$ cat src/verilog/compat_defs.svh
// constants for the legacy compatibility register block
// assumes an 8-bit host i/o port interface with a 16-bit port address
`ifndef COMPAT_DEFS_SVH
`define COMPAT_DEFS_SVH
`define PORT_SEQ_IDX 16'h03c4
`define PORT_SEQ_DAT 16'h03c5
`define PORT_CRT_IDX_MONO 16'h03b4
`define PORT_CRT_DAT_MONO 16'h03b5
`define PORT_CRT_IDX_COL 16'h03d4
`define PORT_CRT_DAT_COL 16'h03d5
`define PORT_STAT1_MONO 16'h03ba
`define PORT_STAT1_COL 16'h03da
`define PORT_GFX_IDX 16'h03ce
`define PORT_GFX_DAT 16'h03cf
`define PORT_ATT_A 16'h03c0
`define PORT_ATT_B 16'h03c1
`define SEQ_FONT 3'h3
`define SEQ_MEM 3'h4
`define CRT_HTOTAL 5'h00
`define CRT_HBEND 5'h03
`define CRT_HREND 5'h05
`define CRT_VTOTAL 5'h06
`define CRT_HIGH 5'h07
`define CRT_PRESET 5'h08
`define CRT_HEIGHT 5'h09
`define CRT_CUR_FIRST 5'h0a
`define CRT_CUR_LAST 5'h0b
`define CRT_VRSTART 5'h10
`define CRT_VREND 5'h11
`define CRT_ULINE 5'h14
`define CRT_VBEND 5'h16
`define CRT_MODE 5'h17
`define GFX_RMAP 4'h4
`define GFX_MODE 4'h5
`define ATT_MODE 5'h10
`define ATT_BORDER 5'h11
`define ATT_PLANE 5'h12
`define HTOTAL_BIAS 9'h002
`endif

$ cat src/verilog/compat_pkg.sv
// types shared by the legacy compatibility register block
// assumes compat_defs.svh holds the numeric constants
package compat_pkg;
   typedef enum logic [1:0] {
      WR_MODE_0 = 2'b00,
      WR_MODE_1 = 2'b01,
      WR_MODE_2 = 2'b10
   } write_mode_t;
endpackage : compat_pkg

$ cat src/verilog/legacy_display_compat_regs.sv
// legacy compatibility register set of the display controller
// assumes host i/o strobes are one mclk pulse, synchronous, and the
// display pipeline supplies a character-clock enable and raster counters
// How it works
// (RULE_01) map bits 3:2 pick font region A
// (RULE_02) map bits 1:0 pick font region B
// (RULE_03) attribute bit 3 chooses A or B
// (RULE_04) memory-mode bit 0 selects text mode
// (RULE_05) crt index uses bits 4:0 only
// (RULE_06) horizontal total is characters minus two
// (RULE_07) display enable skewed 0 to 3 chars
// (RULE_08) blanking ends on low-five count match
// (RULE_09) retrace-end bit 7 picks odd start address
// (RULE_10) vertical total is frame length low byte
// (RULE_11) cursor skew codes give 0,0,1,2 chars
// (RULE_12) cursor end is last row plus one
// (RULE_13) index 10/11 reads return light pen
// (RULE_14) bit 5 floats the interrupt output
// (RULE_15) bit 4 clears or arms interrupt latch; the code clears it only when bit 5 is also low
// (RULE_16) underline on programmed row plus one
// (RULE_17) read map selects host read plane
// (RULE_18) write mode code 3 acts as 1
// (RULE_19) palette bits drive six colour outputs
// (RULE_20) border uses overscan colour bits
// (RULE_21) plane enable muxes colours into status
// (RULE_22) crt data port at mono or colour address
// (RULE_23) attribute ports 3c0 and 3c1 identical
// (RULE_24) data writes hit only selected register
`timescale 1ns/1ps
`include "compat_defs.svh"
module legacy_display_compat_regs (
   input wire logic mclk,
   input wire logic rst,
   input wire logic [15:0] io_addr,
   input wire logic [7:0] io_wdata,
   input wire logic io_wr,
   input wire logic io_rd,
   output logic [7:0] io_rdata,
   input wire logic colour_io_mode,
   input wire logic char_tick,
   input wire logic [7:0] h_char_count,
   input wire logic [4:0] row_scan,
   input wire logic raw_display_enable,
   input wire logic raw_cursor,
   input wire logic vdisp_end,
   input wire logic [7:0] attr_code,
   input wire logic [3:0] pixel_index,
   input wire logic border_active,
   input wire logic [15:0] light_pen_addr,
   input wire logic [7:0] plane_data0,
   input wire logic [7:0] plane_data1,
   input wire logic [7:0] plane_data2,
   input wire logic [7:0] plane_data3,
   output logic [1:0] font_region,
   output logic text_mode,
   output logic [8:0] chars_per_line,
   output logic [7:0] frame_lines_low,
   output logic [7:0] retrace_start_low,
   output logic hblank_end,
   output logic odd_start_addr,
   output logic display_enable,
   output logic cursor_out,
   output logic cursor_last_row,
   output logic underline_row_hit,
   output logic [1:0] plane_read_sel,
   output compat_pkg::write_mode_t write_mode,
   output logic colour_out_blue,
   output logic colour_out_green,
   output logic colour_out_red,
   output logic colour_out_sec_blue,
   output logic colour_out_sec_green,
   output logic colour_out_sec_red,
   output logic irq_out,
   output logic irq_oe
);
   // =====================================================
   // port decode
   logic [15:0] crt_dat_port;
   logic [15:0] crt_idx_port;
   logic [15:0] stat1_port;
   logic att_hit;
   assign crt_dat_port = colour_io_mode ? `PORT_CRT_DAT_COL : `PORT_CRT_DAT_MONO; // [RULE_22]
   assign crt_idx_port = colour_io_mode ? `PORT_CRT_IDX_COL : `PORT_CRT_IDX_MONO;
   assign stat1_port = colour_io_mode ? `PORT_STAT1_COL : `PORT_STAT1_MONO;
   assign att_hit = (io_addr == `PORT_ATT_A) || (io_addr == `PORT_ATT_B); // [RULE_23]

   // =====================================================
   // index registers
   logic [2:0] seq_idx_q;
   logic [4:0] crt_register_pointer_q;
   logic [3:0] gfx_idx_q;
   logic [4:0] att_idx_q;
   logic att_flip_q;
   always_ff @(posedge mclk or posedge rst) begin
      if (rst) begin
         seq_idx_q <= 3'h0;
         crt_register_pointer_q <= 5'h00;
         gfx_idx_q <= 4'h0;
      end else if (io_wr) begin
         if (io_addr == `PORT_SEQ_IDX) seq_idx_q <= io_wdata[2:0];
         if (io_addr == crt_idx_port) crt_register_pointer_q <= io_wdata[4:0]; // [RULE_05]
         if (io_addr == `PORT_GFX_IDX) gfx_idx_q <= io_wdata[3:0];
      end
   end

   // attribute port alternates index and data; status port read resets it
   always_ff @(posedge mclk or posedge rst) begin
      if (rst) begin
         att_idx_q <= 5'h00;
         att_flip_q <= 1'b0;
      end else if (io_rd && io_addr == stat1_port) begin
         att_flip_q <= 1'b0;
      end else if (io_wr && att_hit) begin
         att_flip_q <= ~att_flip_q;
         if (!att_flip_q) att_idx_q <= io_wdata[4:0];
      end
   end

   // =====================================================
   // data registers
   logic [7:0] font_region_select_q;
   logic [7:0] plane_memory_mode_q;
   logic [7:0] line_length_total_q;
   logic [7:0] line_blank_end_q;
   logic [7:0] line_retrace_end_q;
   logic [7:0] frame_length_total_q;
   logic [7:0] crt_high_bits_q;
   logic [7:0] initial_row_scan_q;
   logic [7:0] character_height_q;
   logic [7:0] cursor_first_row_q;
   logic [7:0] cursor_last_row_skew_q;
   logic [7:0] frame_retrace_start_q;
   logic [7:0] frame_retrace_end_irq_q;
   logic [7:0] underline_row_q;
   logic [7:0] frame_blank_end_q;
   logic [7:0] crt_operating_control_q;
   logic [7:0] read_plane_select_q;
   logic [7:0] graphics_write_mode_q;
   logic [5:0] colour_lookup_entries_q [16];
   logic [7:0] attribute_operating_control_q;
   logic [7:0] border_colour_q;
   logic [7:0] plane_enable_status_mux_q;
   logic seq_wr;
   logic crt_wr;
   logic gfx_wr;
   logic att_wr;
   assign seq_wr = io_wr && io_addr == `PORT_SEQ_DAT;
   assign crt_wr = io_wr && io_addr == crt_dat_port;
   assign gfx_wr = io_wr && io_addr == `PORT_GFX_DAT;
   assign att_wr = io_wr && att_hit && att_flip_q;

   // unused bits are dropped on write so they always hold zero; host reads never return these registers
   always_ff @(posedge mclk or posedge rst) begin
      if (rst) begin
         font_region_select_q <= 8'h00;
         plane_memory_mode_q <= 8'h00;
      end else if (seq_wr) begin
         case (seq_idx_q) // [RULE_24]
            `SEQ_FONT: font_region_select_q <= {4'h0, io_wdata[3:0]};
            `SEQ_MEM: plane_memory_mode_q <= {5'h00, io_wdata[2:0]};
            default: ;
         endcase
      end
   end

   always_ff @(posedge mclk or posedge rst) begin
      if (rst) begin
         line_length_total_q <= 8'h00;
         line_blank_end_q <= 8'h00;
         line_retrace_end_q <= 8'h00;
         frame_length_total_q <= 8'h00;
         crt_high_bits_q <= 8'h00;
         initial_row_scan_q <= 8'h00;
         character_height_q <= 8'h00;
         cursor_first_row_q <= 8'h00;
         cursor_last_row_skew_q <= 8'h00;
         frame_retrace_start_q <= 8'h00;
         underline_row_q <= 8'h00;
         frame_blank_end_q <= 8'h00;
         crt_operating_control_q <= 8'h00;
      end else if (crt_wr) begin
         case (crt_register_pointer_q) // [RULE_24]
            `CRT_HTOTAL: line_length_total_q <= io_wdata;
            `CRT_HBEND: line_blank_end_q <= {1'b0, io_wdata[6:0]};
            `CRT_HREND: line_retrace_end_q <= io_wdata;
            `CRT_VTOTAL: frame_length_total_q <= io_wdata;
            `CRT_HIGH: crt_high_bits_q <= {3'h0, io_wdata[4:0]};
            `CRT_PRESET: initial_row_scan_q <= {3'h0, io_wdata[4:0]};
            `CRT_HEIGHT: character_height_q <= {3'h0, io_wdata[4:0]};
            `CRT_CUR_FIRST: cursor_first_row_q <= {3'h0, io_wdata[4:0]};
            `CRT_CUR_LAST: cursor_last_row_skew_q <= {1'b0, io_wdata[6:0]};
            `CRT_VRSTART: frame_retrace_start_q <= io_wdata; // [RULE_13]
            `CRT_ULINE: underline_row_q <= {3'h0, io_wdata[4:0]};
            `CRT_VBEND: frame_blank_end_q <= {3'h0, io_wdata[4:0]};
            `CRT_MODE: crt_operating_control_q <= {io_wdata[7:5], 1'b0, io_wdata[3:0]};
            default: ;
         endcase
      end
   end

   logic vrend_wr;
   assign vrend_wr = crt_wr && crt_register_pointer_q == `CRT_VREND;
   always_ff @(posedge mclk or posedge rst) begin
      if (rst) frame_retrace_end_irq_q <= 8'h00;
      else if (vrend_wr) frame_retrace_end_irq_q <= {2'h0, io_wdata[5:0]};
   end

   always_ff @(posedge mclk or posedge rst) begin
      if (rst) begin
         read_plane_select_q <= 8'h00;
         graphics_write_mode_q <= 8'h00;
      end else if (gfx_wr) begin
         case (gfx_idx_q) // [RULE_24]
            `GFX_RMAP: read_plane_select_q <= {5'h00, io_wdata[2:0]};
            `GFX_MODE: graphics_write_mode_q <= {2'h0, io_wdata[5:0]};
            default: ;
         endcase
      end
   end

   always_ff @(posedge mclk or posedge rst) begin
      if (rst) begin
         for (int i = 0; i < 16; i++) colour_lookup_entries_q[i] <= 6'h00;
         attribute_operating_control_q <= 8'h00;
         border_colour_q <= 8'h00;
         plane_enable_status_mux_q <= 8'h00;
      end else if (att_wr) begin
         if (att_idx_q[4] == 1'b0) colour_lookup_entries_q[att_idx_q[3:0]] <= io_wdata[5:0];
         else begin
            case (att_idx_q) // [RULE_24]
               `ATT_MODE: attribute_operating_control_q <= {4'h0, io_wdata[3:0]};
               `ATT_BORDER: border_colour_q <= {2'h0, io_wdata[5:0]};
               `ATT_PLANE: plane_enable_status_mux_q <= {2'h0, io_wdata[5:0]};
               default: ;
            endcase
         end
      end
   end

   // =====================================================
   // interrupt latch; a set in the same cycle as a clear wins
   always_ff @(posedge mclk or posedge rst) begin
      if (rst) irq_out <= 1'b0;
      else if (vdisp_end && frame_retrace_end_irq_q[4]) irq_out <= 1'b1; // [RULE_15]
      else if (vrend_wr && !io_wdata[4] && !io_wdata[5]) irq_out <= 1'b0; // [RULE_15]
   end
   assign irq_oe = ~frame_retrace_end_irq_q[5]; // [RULE_14]

   // =====================================================
   // timing decode
   assign font_region = attr_code[3] ? font_region_select_q[3:2] // [RULE_03] [RULE_01]
                                     : font_region_select_q[1:0]; // [RULE_02]
   assign text_mode = plane_memory_mode_q[0]; // [RULE_04]
   assign chars_per_line = {1'b0, line_length_total_q} + `HTOTAL_BIAS; // [RULE_06]
   assign frame_lines_low = frame_length_total_q; // [RULE_10]
   assign retrace_start_low = frame_retrace_start_q;
   assign hblank_end = h_char_count[4:0] == line_blank_end_q[4:0]; // [RULE_08]
   assign odd_start_addr = line_retrace_end_q[7]; // [RULE_09]
   assign cursor_last_row = (row_scan + 5'h01) == cursor_last_row_skew_q[4:0]; // [RULE_12]
   assign underline_row_hit = row_scan == (underline_row_q[4:0] + 5'h01); // [RULE_16]
   assign plane_read_sel = read_plane_select_q[1:0]; // [RULE_17]
   assign write_mode = graphics_write_mode_q[1:0] == 2'b11 ? compat_pkg::WR_MODE_1 // [RULE_18]
                     : compat_pkg::write_mode_t'(graphics_write_mode_q[1:0]);

   // skew pipelines advance on character clocks
   logic [2:0] de_pipe_q;
   logic [1:0] cur_pipe_q;
   always_ff @(posedge mclk or posedge rst) begin
      if (rst) begin
         de_pipe_q <= 3'h0;
         cur_pipe_q <= 2'h0;
      end else if (char_tick) begin
         de_pipe_q <= {de_pipe_q[1:0], raw_display_enable};
         cur_pipe_q <= {cur_pipe_q[0], raw_cursor};
      end
   end
   logic cur_sel;
   always_comb begin
      case (cursor_last_row_skew_q[6:5]) // [RULE_11]
         2'b10: cur_sel = cur_pipe_q[0];
         2'b11: cur_sel = cur_pipe_q[1];
         default: cur_sel = raw_cursor;
      endcase
   end
   wire logic [3:0] de_taps = {de_pipe_q, raw_display_enable};
   always_ff @(posedge mclk or posedge rst) begin
      if (rst) begin
         display_enable <= 1'b0;
         cursor_out <= 1'b0;
      end else begin
         display_enable <= de_taps[line_blank_end_q[6:5]]; // [RULE_07]
         cursor_out <= cur_sel; // [RULE_11]
      end
   end

   // =====================================================
   // colour outputs
   logic [5:0] colour_q;
   always_ff @(posedge mclk or posedge rst) begin
      if (rst) colour_q <= 6'h00;
      else if (border_active) colour_q <= border_colour_q[5:0]; // [RULE_20]
      else colour_q <= colour_lookup_entries_q[pixel_index]; // [RULE_19]
   end
   assign {colour_out_sec_red, colour_out_sec_green, colour_out_sec_blue,
           colour_out_red, colour_out_green, colour_out_blue} = colour_q;

   logic [1:0] status_pair;
   always_comb begin
      case (plane_enable_status_mux_q[5:4]) // [RULE_21]
         2'b00: status_pair = {colour_q[2], colour_q[0]};
         2'b10: status_pair = {colour_q[3], colour_q[1]};
         default: status_pair = {colour_q[5], colour_q[4]};
      endcase
   end

   // =====================================================
   // host reads
   logic [7:0] plane_byte;
   always_comb begin
      case (read_plane_select_q[1:0])
         2'b00: plane_byte = plane_data0;
         2'b01: plane_byte = plane_data1;
         2'b10: plane_byte = plane_data2;
         default: plane_byte = plane_data3;
      endcase
   end
   always_ff @(posedge mclk or posedge rst) begin
      if (rst) io_rdata <= 8'h00;
      else if (io_rd) begin
         if (io_addr == crt_dat_port && crt_register_pointer_q == `CRT_VRSTART)
            io_rdata <= light_pen_addr[15:8]; // [RULE_13]
         else if (io_addr == crt_dat_port && crt_register_pointer_q == `CRT_VREND)
            io_rdata <= light_pen_addr[7:0]; // [RULE_13]
         else if (io_addr == stat1_port)
            io_rdata <= {2'h0, status_pair, 3'h0, ~raw_display_enable};
         else if (io_addr == `PORT_GFX_DAT)
            io_rdata <= plane_byte; // [RULE_17]
         else io_rdata <= 8'h00;
      end
   end
   // =====================================================
   // checks
   property p_irq_clear;
      @(posedge mclk) disable iff (rst)
      (vrend_wr && !io_wdata[4] && !io_wdata[5] && !vdisp_end) |=> !irq_out;
   endproperty
   a_irq_clear: assert property (p_irq_clear) else $error("latch not cleared"); // [RULE_15]
   property p_irq_set;
      @(posedge mclk) disable iff (rst)
      (vdisp_end && frame_retrace_end_irq_q[4]) |=> irq_out;
   endproperty
   a_irq_set: assert property (p_irq_set) else $error("latch not set"); // [RULE_15]
   property p_wmode;
      @(posedge mclk) disable iff (rst)
      (graphics_write_mode_q[1:0] == 2'b11) |-> write_mode == compat_pkg::WR_MODE_1;
   endproperty
   a_wmode: assert property (p_wmode) else $error("illegal write mode"); // [RULE_18]
   property p_border;
      @(posedge mclk) disable iff (rst) border_active |=> colour_q == $past(border_colour_q[5:0]);
   endproperty
   a_border: assert property (p_border) else $error("border colour wrong"); // [RULE_20]
   property p_att_toggle;
      @(posedge mclk) disable iff (rst) (io_wr && att_hit && !io_rd) |=> $changed(att_flip_q);
   endproperty
   a_att_toggle: assert property (p_att_toggle) else $error("attribute flip stuck"); // [RULE_23]
   property p_font_keep;
      @(posedge mclk) disable iff (rst) crt_wr |=> $stable(font_region_select_q);
   endproperty
   a_font_keep: assert property (p_font_keep) else $error("crt write hit font select"); // [RULE_24]
endmodule : legacy_display_compat_regs

$ cat config.mk
export PLATFORM = sky130hd
export DESIGN_NAME = legacy_display_compat_regs
export DESIGN_NICKNAME = d
export VERILOG_FILES = /design/src/verilog/compat_pkg.sv /design/src/verilog/legacy_display_compat_regs.sv
export VERILOG_INCLUDE_DIRS = /design/src /design/src/verilog
export SDC_FILE = /design/constraint.sdc
export NUM_CORES = 1
export LEC_CHECK = 0
export BUFFER_PORTS_ARGS = -buffer_cell sky130_fd_sc_hd__buf_2
export CAP_MARGIN = 20
export CORE_MARGIN = 2
export CORE_UTILIZATION = 57
export DETAILED_ROUTE_END_ITERATION = 10
export PLACE_DENSITY = 0.79
export SLEW_MARGIN = 20
export SYNTH_ARGS = -nofsm -noshare
export SYNTH_HDL_FRONTEND = slang
export SYNTH_SLANG_ARGS = --single-unit
$ cat constraint.sdc
create_clock -name mclk -period 8.3 [get_ports mclk]
set_input_delay 1.66 -clock mclk [delete_from_list [all_inputs] [get_ports mclk]]
set_output_delay 1.66 -clock mclk [all_outputs]
set_load 0.05 [all_outputs]
Word-level counts from Yosys, hierarchy flattened. Index checks and enable logic that the tools add are counted. Widths: inputs -> output; s select.

Register bits after elaboration: 214. Output and inout bits: 54. Logic and storage cells: 151.

$add $sub $neg: 3. Magnitude comparators: 4. Equal/unequal tests: 31. Multiplexer cells: 25. Bitwise operators: 7. Reductions and logical operators: 39.

Operators by type and width (number): $bwmux 96 (1); $eq 16x10->1 const B (6); $eq 16x10->1 (3); $mux 8 (4); $reduce_and 2->1 (15); $eq 5x5->1 const B (5); $bmux 6 s4 (1); $demux 6 s4 (1); $mux 6 (4); $pmux 8 s3 (1); $mux 7 (3); $eq 5x5->1 (3); $logic_and 1x1->1 (13); $add 5x1->5 const B (2); $eq 2x2->1 const B (5); $eq 5x3->1 const B (2); $ge 5x5->1 const B (2); $not 4->5 (2); $add 8x2->9 const B (1); $reduce_and 3->1 (3); $eq 4x3->1 const B (2); $eq 5x2->1 const B (1); $eq 5x4->1 const B (1); $logic_not 5->1 (1); 15 further kinds (27).

Longest topological paths before layout. Gate-level depths: netlist of the first run.

Depth in word-level cells: 8. Gate-level depth with buffers: 7. Mapped depth without buffers: 6.

Least setup slack after synthesis of the first run. Ideal clock, no wire load.

Path kind: input-to-output. Start: input port row_scan[2]. End: output port cursor_last_row. Arrival time: 3.849 ns. Required time: 6.640 ns. Path slack: 2.791 ns. Stages on the path: 5. Path through: clkbuf_1 nand2_1 nor4b_1 a31oi_1 nor4_1.

Cells in the longest elaborated chain, start to end: 2.

RTL lines: start: declaration (RTL line legacy_display_compat_regs.sv:42) `input wire logic [4:0] row_scan,`; $add 5x1->5 (RTL line legacy_display_compat_regs.sv:259) `assign cursor_last_row = (row_scan + 5'h01) == cursor_last_row_skew_q[4:0];`; $eq 5x5->1 (RTL line legacy_display_compat_regs.sv:259); end: declaration (RTL line legacy_display_compat_regs.sv:63) `output logic cursor_last_row,`.

No other way between the ends.

Final worst setup path of the first run.
Start: input port row_scan[0]. End: output port cursor_last_row.

Same word-level chain as after synthesis.

==> summary.md, run 1 <==
| Metric | Value |
|---|---|
| NetSw | ~0.47 mW |
| Clock sink count | slightly below 200 |
| Final worst-path setup slack | 3.52 ns |
| Static power due to leakage | between 5 and 6 nW |
| Main synth FF type | dfrtp_1 |
| Vias per cell | 5.98 |
| Data required time at the worst endpoint | 6.64 ns |
| Slew headroom | 0.379 |
| Antenna violations before repair | 2 |
| Final period util | 0.576 |
| Non-filler instance count after layout | approximately 1100 |
| CTS tree | done |
| Initial Util | 0.577 |
| Setup Skew | roughly 0.0089 ns |
| Final Hold Viols | 0 |
| Synthesized area | 0.00951 mm² |
| Final instance area | about 0.011 mm² |
| Post-synthesis simple-gate area fraction | 0.0879 |
| Total GRT Usage | 0.266 |
| Count of final max-slew check failures | 0 |
| Setup bufs post-CTS | 0 |
| Synth area leaders | dfrtp_1 (52%), mux2_2 (22%), mux4_2 (7.8%) |
| Hold-fix buffers, CTS | 0 |
| Final wirelength | 22500 µm |
| Yosys Warn Count | 0 |
| Core Area | 0.0165 mm² |
| Worst-Skew Late Latency | 0.44 ns |
| Part of the power in registers | 0.516 |
| Synth cell types | 52 |
| Syn avg cell area | 13.9 µm² |
| Sequential area share after synthesis | 0.524 |
| # rows | 47 |
| Worst-Margin Slew | about 0.93 ns |
| Hold WS | 0.484 ns |
| # port buffers | 150 |
| XOR/XNOR share of the synthesized area | 0.0203 |
| Synthesis-stage register bit count | just under 200 |
| Net count, final | 930 |
| Adder-cell share of the synthesized area | 0.00395 |
| Root buffer cell | clkbuf_16 |
| # DRC | 0 |
| Multiplexer share of the synthesized area | 0.315 |
| Gp weighted congestion | between 0.9 and 1 |
| First-pass GRT wire length | 36000 µm |
| Worst slack at placement | 3.54 ns |
| Number of synthesized flops with an enable pin | 0 |
| Switching part of the total power | 0.245 |
| Die ar. | roughly 0.018 mm² |
| # IOs | 161 |
| Power Dens Cells | 173 mW/mm² |
| DP Wirelength | 15800 µm |
| Post-synthesis compound-gate area fraction | 0.0328 |
| Outcome | complete, no violations |
| CTS H-tree lvls | 4 |
| Placed cell area | 0.0104 mm² |
| Total gr overflow | 0 |
| TritonCTS Buffers | 17 |
| Post-cts sizing count | 0 |
| Maximum operating frequency | 0.209 GHz |
| Largest net degree at the start of global routing | 125 |
| Mapped Cells | 683 |
| Crit Path Category | in2out |
| DIE HEIGHT | 133 µm |
| CP Capture Type | output pin |
| Worst Hold Class | reg2reg |
| Share of cells above drive strength 1 | 0.508 |
| Final count of negative-setup-slack endpoints | 0 |
| Clock input transition at the sequential cells of the worst setup and hold paths | 0.07 ns |
| Syn_nets | 793 |
| ANT nets after route | 0 |
| CP startpoint kind | input pin |
| Logic pwr share | 0.063 |
| Post-synth ARST share | 1.00 |
| Maximum VDD drop | 0.152 mV |
| Share of the synthesized area in the top cell type | 0.524 |
| Post-DR wirelength/cell | 21.3 µm |
| Clk buf depth | 2 |
| Via count | 6299 |
| Sum of negative setup slack | 0 ns |
| Synthesis-to-finish area growth | 15.6% |
| Placed cell count | 1021 |
| RSZ-0062 raised after global routing | no |
| Part of the power in the clock network | 0.421 |
| Initial detailed-routing violation count | 446 |
| DR pass1 iterations | 5 |
| Vias in the first global route | 6634 |
| Post-layout min period | 4.78 ns |
| Crit path DAT | 3.12 ns |
| P_int | around 1.4 mW |
| Largest family of logic cells by synthesized area | multiplexers |
| Synth area leader | dfrtp_1 |
| Die width | 133 µm |
| Number of max-cap violations | 0 |
| CP Max Fanout | 4 |
cell usage in the layout, fill, tap and decap left out, types with 4 or more instances in the layout:
cell type	instances
mux4_2	33
mux2i_1	12
nor3_2	4
a21oi_1	8
nor2b_1	4
mux2_2	189
nor3b_1	4
a22oi_1	9
clkbuf_16	17
xnor2_1	12
nor3_1	8
o21ai_0	14
xor2_1	10
nand4_1	5
nor4_1	5
nor2_1	23
nand3_1	20
nand2b_1	10
buf_2	150
o22ai_1	6
dfrtp_1	199
o2bb2ai_1	5
inv_6	4
inv_1	4
nand2_1	30
cell families after synthesis:
family,count (synthesis)
fa+ha+maj,3
mux,234
buf+inv,39
compound gates,48
simple gates,138
xor+xnor,22
flops,199
sequential cells by signal, indices dropped and copies added, names as in the netlist, 7 cells and up:
name and count:
line_blank_end_q 7, cursor_last_row_skew_q 7, io_rdata 8, retrace_start_low 8, colour_lookup_entries_q 96, frame_lines_low 8
line_length_total_q 8
through the flow:
stage,total power [mW],utilization
CTS,1.91,0.667
detailed placement,1.12,0.632
finish,1.90,0.668
global route,1.97,0.668
floorplan,1.07,-
global placement,1.11,0.632
power groups by stage:
stage	registers (mW)	clock network [mW]	logic, mW
after floorplan	1.01	0	0.0598
after global placement	0.997	0	0.117
final	0.979	0.799	0.120
after global routing	0.980	0.855	0.131
after CTS	0.979	0.812	0.121
after detailed placement	0.998	0	0.121
final timing paths:
path	startpoint	to	slack, ns	cells past startpoint
min	cursor_last_row_skew_q[6]	cursor_out	0.48	1
max	row_scan[0]	cursor_last_row	3.52	7
min in group asynchronous	rst	line_blank_end_q[2]	1.40	2
max reg2reg	crt_register_pointer_q[2]	retrace_start_low[0]	5.95	4
max in group asynchronous	rst	io_rdata[7]	5.46	3
min reg2reg	cursor_last_row_skew_q[6]	cursor_out	0.48	1
worst max-delay path, stage by stage:
cell	delay, ns
buf_2	0.13
ha_1	0.21
nand2_1	0.09
nor4b_1	0.25
a31oi_1	0.07
nor4_1	0.36
buf_2	0.33
cell type report:
| class | count | area, µm² |
|---|---|---|
| diodes | 1 | 2.50 |
| clock buffers | 20 | 467 |
| clock inverters | 12 | 110 |
| fillers | 1179 | 5470 |
| inverters | 6 | 30.0 |
| multi-input cells | 445 | 4370 |
| flip-flops and latches | 199 | 4980 |
| well taps | 220 | 275 |
| repair buffers | 151 | 758 |
synth_stat cells (all sizes together) (2+ instances only):
library cell  number
nand2b            10
nand3b             3
xnor2             12
inv                5
or2                2
buf               14
o22ai              6
nand3             20
nand4b             2
dfrtp            199
a21oi              8
nand2             30
nor2b              4
nor3b              5
nor4               8
mux2             189
ha                 3
mux4              33
nor3              13
o2bb2ai            5
nor2              24
clkbuf            19
nor4b              3
mux2i             12
xor2              10
o21ai             14
a22oi              9
or3                2
nand4              5
routing by layer:
| layer | vias up | global-route usage | wire (µm) |
|---|---|---|---|
| met5 | - | 0 | 13 |
| met4 | 2 | 0.113 | 629 |
| met3 | 46 | 0.0544 | 1290 |
| met2 | 234 | 0.450 | 11200 |
| met1 | 3209 | 0.336 | 9370 |
| li1 | 2808 | - | - |
(Power assumes the default switching activity.)
==> run 2, diff against run 1 <==
--- a/config.mk
+++ b/config.mk
@@ -9,9 +9,9 @@
 export BUFFER_PORTS_ARGS = -buffer_cell sky130_fd_sc_hd__buf_2
 export CAP_MARGIN = 20
 export CORE_MARGIN = 2
-export CORE_UTILIZATION = 57
+export CORE_UTILIZATION = 51
 export DETAILED_ROUTE_END_ITERATION = 10
-export PLACE_DENSITY = 0.79
+export PLACE_DENSITY = 0.74
 export SLEW_MARGIN = 20
 export SYNTH_ARGS = -nofsm -noshare
 export SYNTH_HDL_FRONTEND = slang
==> constraint.sdc (replaced) <==
create_clock -name mclk -period 4.32 [get_ports mclk]
set_input_delay 0.864 -clock mclk [delete_from_list [all_inputs] [get_ports mclk]]
set_output_delay 0.864 -clock mclk [all_outputs]
set_load 0.05 [all_outputs]
==> run 2 against run 1 <==
Effect of this change: clock skew up 0.0014 ns; largest power group unchanged; via count increased by 0.27%; largest cell class unchanged; final cell count grew 0.85%.
==> summary.md, run 2 (synthesized netlist as in run 1, its figures left out) <==
| Metric | Value |
|---|---|
| Outcome | complete, no violations |
| Final wirelength | 22400 µm |
| Final count of negative-setup-slack endpoints | 0 |
| Most flop-heavy register | colour_lookup_entries_q |
| CTS tree | done |
| TritonCTS Buffers | 17 |
| Hold-fix buffers, CTS | 0 |
| Crit Path Category | in2out |
| Via count | between 6000 and 7000 |
| Post-cts sizing count | 0 |
| Number of max-cap violations | 0 |
| # port buffers | 150 |
| Worst Reg2Reg Path Length in Cells | 4 |
| CP startpoint kind | input pin |
| Count of final max-slew check failures | 0 |
| Net count, final | 932 |
| Synthesis-to-finish area growth | 15.7% |
| Clk buf depth | 2 |
| Final Hold Viols | 0 |
| Gp weighted congestion | around 0.9 |
| Share of cells above drive strength 1 | 0.505 |
| First-pass GRT wire length | 36000 µm |
| DP Wirelength | 15700 µm |
| Met1 global-route usage | 0.295 |
| RSZ-0062 raised after global routing | no |
| Vias per cell | 5.94 |
| CP Capture Type | output pin |
| Critical-path top delay cell | nor4_1 |
| Worst-Skew Late Latency | 0.43 ns |
| Fill cells | 1376 |
| Min-delay src | cursor_last_row_skew_q[6] |
| Data required time at the worst endpoint | 3.46 ns |
| Initial Util | 0.524 |
| Post-layout min period | 3.18 ns |
| Final period util | 0.736 |
| Post-DR wirelength/cell | 21.0 µm |
| Worst R2R Start | crt_register_pointer_q[2] |
| Crit path DAT | 2.32 ns |
| Slew headroom | 0.426 |
| Maximum VDD drop | 0.297 mV |
| # IOs | about 160 |
| Pwr Total | 3.62 mW |
| GR Util met3 | 0.0455 |
| Root buffer cell | clkbuf_16 |
| Reg2reg end | retrace_start_low[5] |
| Setup Skew | 0.0104 ns |
| Worst Hold End | cursor_out |
| Hold Crit Depth | 1 |
| Largest net degree at the start of global routing | 130 |
| Sum of negative setup slack | 0 ns |
| Clock sink count | 199 |
| Antenna violations before repair | 1 |
| Met2 Usage GRT | 0.413 |
| Largest register FFs | 96 |
| Power Dens Cells | 329 mW/mm² |
| Most repeated library cell on the critical path | buf_2 |
| DR pass1 iterations | 5 |
| Maximum operating frequency | 0.314 GHz |
| CP cell instances | buf_2, ha_1, nand2_1, nor4b_1, a31oi_1, nor4_1, buf_2 |
| DIE HEIGHT | around 140 µm |
| CP max stage delay | 0.35 ns |
| Buf/Inv on CP | 2 |
| # DRC | 0 |
| # rows | a little under 50 |
| Initial detailed-routing violation count | 390 |
| ANT nets after route | 0 |
| Static power due to leakage | 5.40 nW |
| Final core occ | 0.606 |
| CTS H-tree lvls | 4 |
| Reg2reg setup slack | ~1.9 ns |
| Die ar. | 0.0197 mm² |
| Core Area | 0.0181 mm² |
| Worst Hold Class | reg2reg |
| ANT cells | 0 |
| CP Max Fanout | 4 |
| Most Crowded Layer GR | met2 |
| Worst-Margin Slew | between 0.8 and 0.9 ns |
| Vias in the first global route | 6680 |
| Leading cell type in the layout, fill and taps excluded | dfrtp_1 |
| Most frequent cells in the layout | dfrtp_1 (199), mux2_2 (189), buf_2 (150), mux4_2 (33), nand2_1 (30) |
| Crit path max-delay family | simple AND/OR/NAND/NOR gates |
| Total gr overflow | 0 |
| Total GRT Usage | 0.234 |
| Setup bufs post-CTS | 0 |
| Die width | 141 µm |
| Clock input transition at the sequential cells of the worst setup and hold paths | 0.07 ns |
==> run 2: cell count changes in the layout (fill, tap and decap cells not counted), sizes merged <==
cell,previous run,this run
clkinvlp,3,5
bufinv,0,1
clkinv,4,3
diode,1,0
inv,11,8
buf,151,153
==> run 2: layout make-up <==
class,count,area [µm²],share of cell area
well taps,229,287,0.0260
clock inverters,11,118,0.0107
clock buffers,20,437,0.0397
flip-flops and latches,199,4980,0.453
repair buffers,153,786,0.0714
multi-input cells,445,4370,0.397
inverters,6,26.3,0.00239
==> run 2: stage by stage <==
step | std cells | hold slack [ns] | cell area, µm² | setup slack (ns)
after floorplan | 683 | 0.436 | 9510 | 0.403
after global placement | 1032 | 0.456 | 10400 | 1.21
after detailed placement | 1032 | 0.464 | 10400 | 1.16
after CTS | 1063 | 0.471 | 11000 | 1.16
after global routing | 1063 | 0.500 | 11000 | 1.01
final | 1063 | 0.472 | 11000 | 1.14
==> run 2: how the worst max path moves through the flow <==
stage,depth (start not counted),slack [ns],endpoint,start
2_1_floorplan,5,0.40,cursor_last_row,row_scan[2]
3_5_place_dp,7,1.16,cursor_last_row,row_scan[0]
6_report,7,1.14,cursor_last_row,row_scan[0]
4_1_cts,7,1.16,cursor_last_row,row_scan[0]
5_1_grt,7,1.01,cursor_last_row,row_scan[0]
3_3_place_gp,7,1.21,cursor_last_row,row_scan[0]
==> run 2: report_power, final <==
group | internal, mW | total (mW) | leakage, nW | switching, mW
Sequential | 1.87 | 1.88 | 2.76 | 0.00689
Clock | 0.805 | 1.51 | 0.257 | 0.702
Combinational | 0.0785 | 0.234 | 2.38 | 0.155
Total | 2.76 | 3.62 | 5.40 | 0.864
==> run 2: per-layer routing <==
metal / up-vias / share of wire / wire length (µm)
met2: 208 / 0.52 / 11500
met4: 2 / 0.018 / 398
li1: 2817 / - / -
met5: - / 0.00031 / 7
met1: 3264 / 0.41 / 9220
met3: 25 / 0.055 / 1220
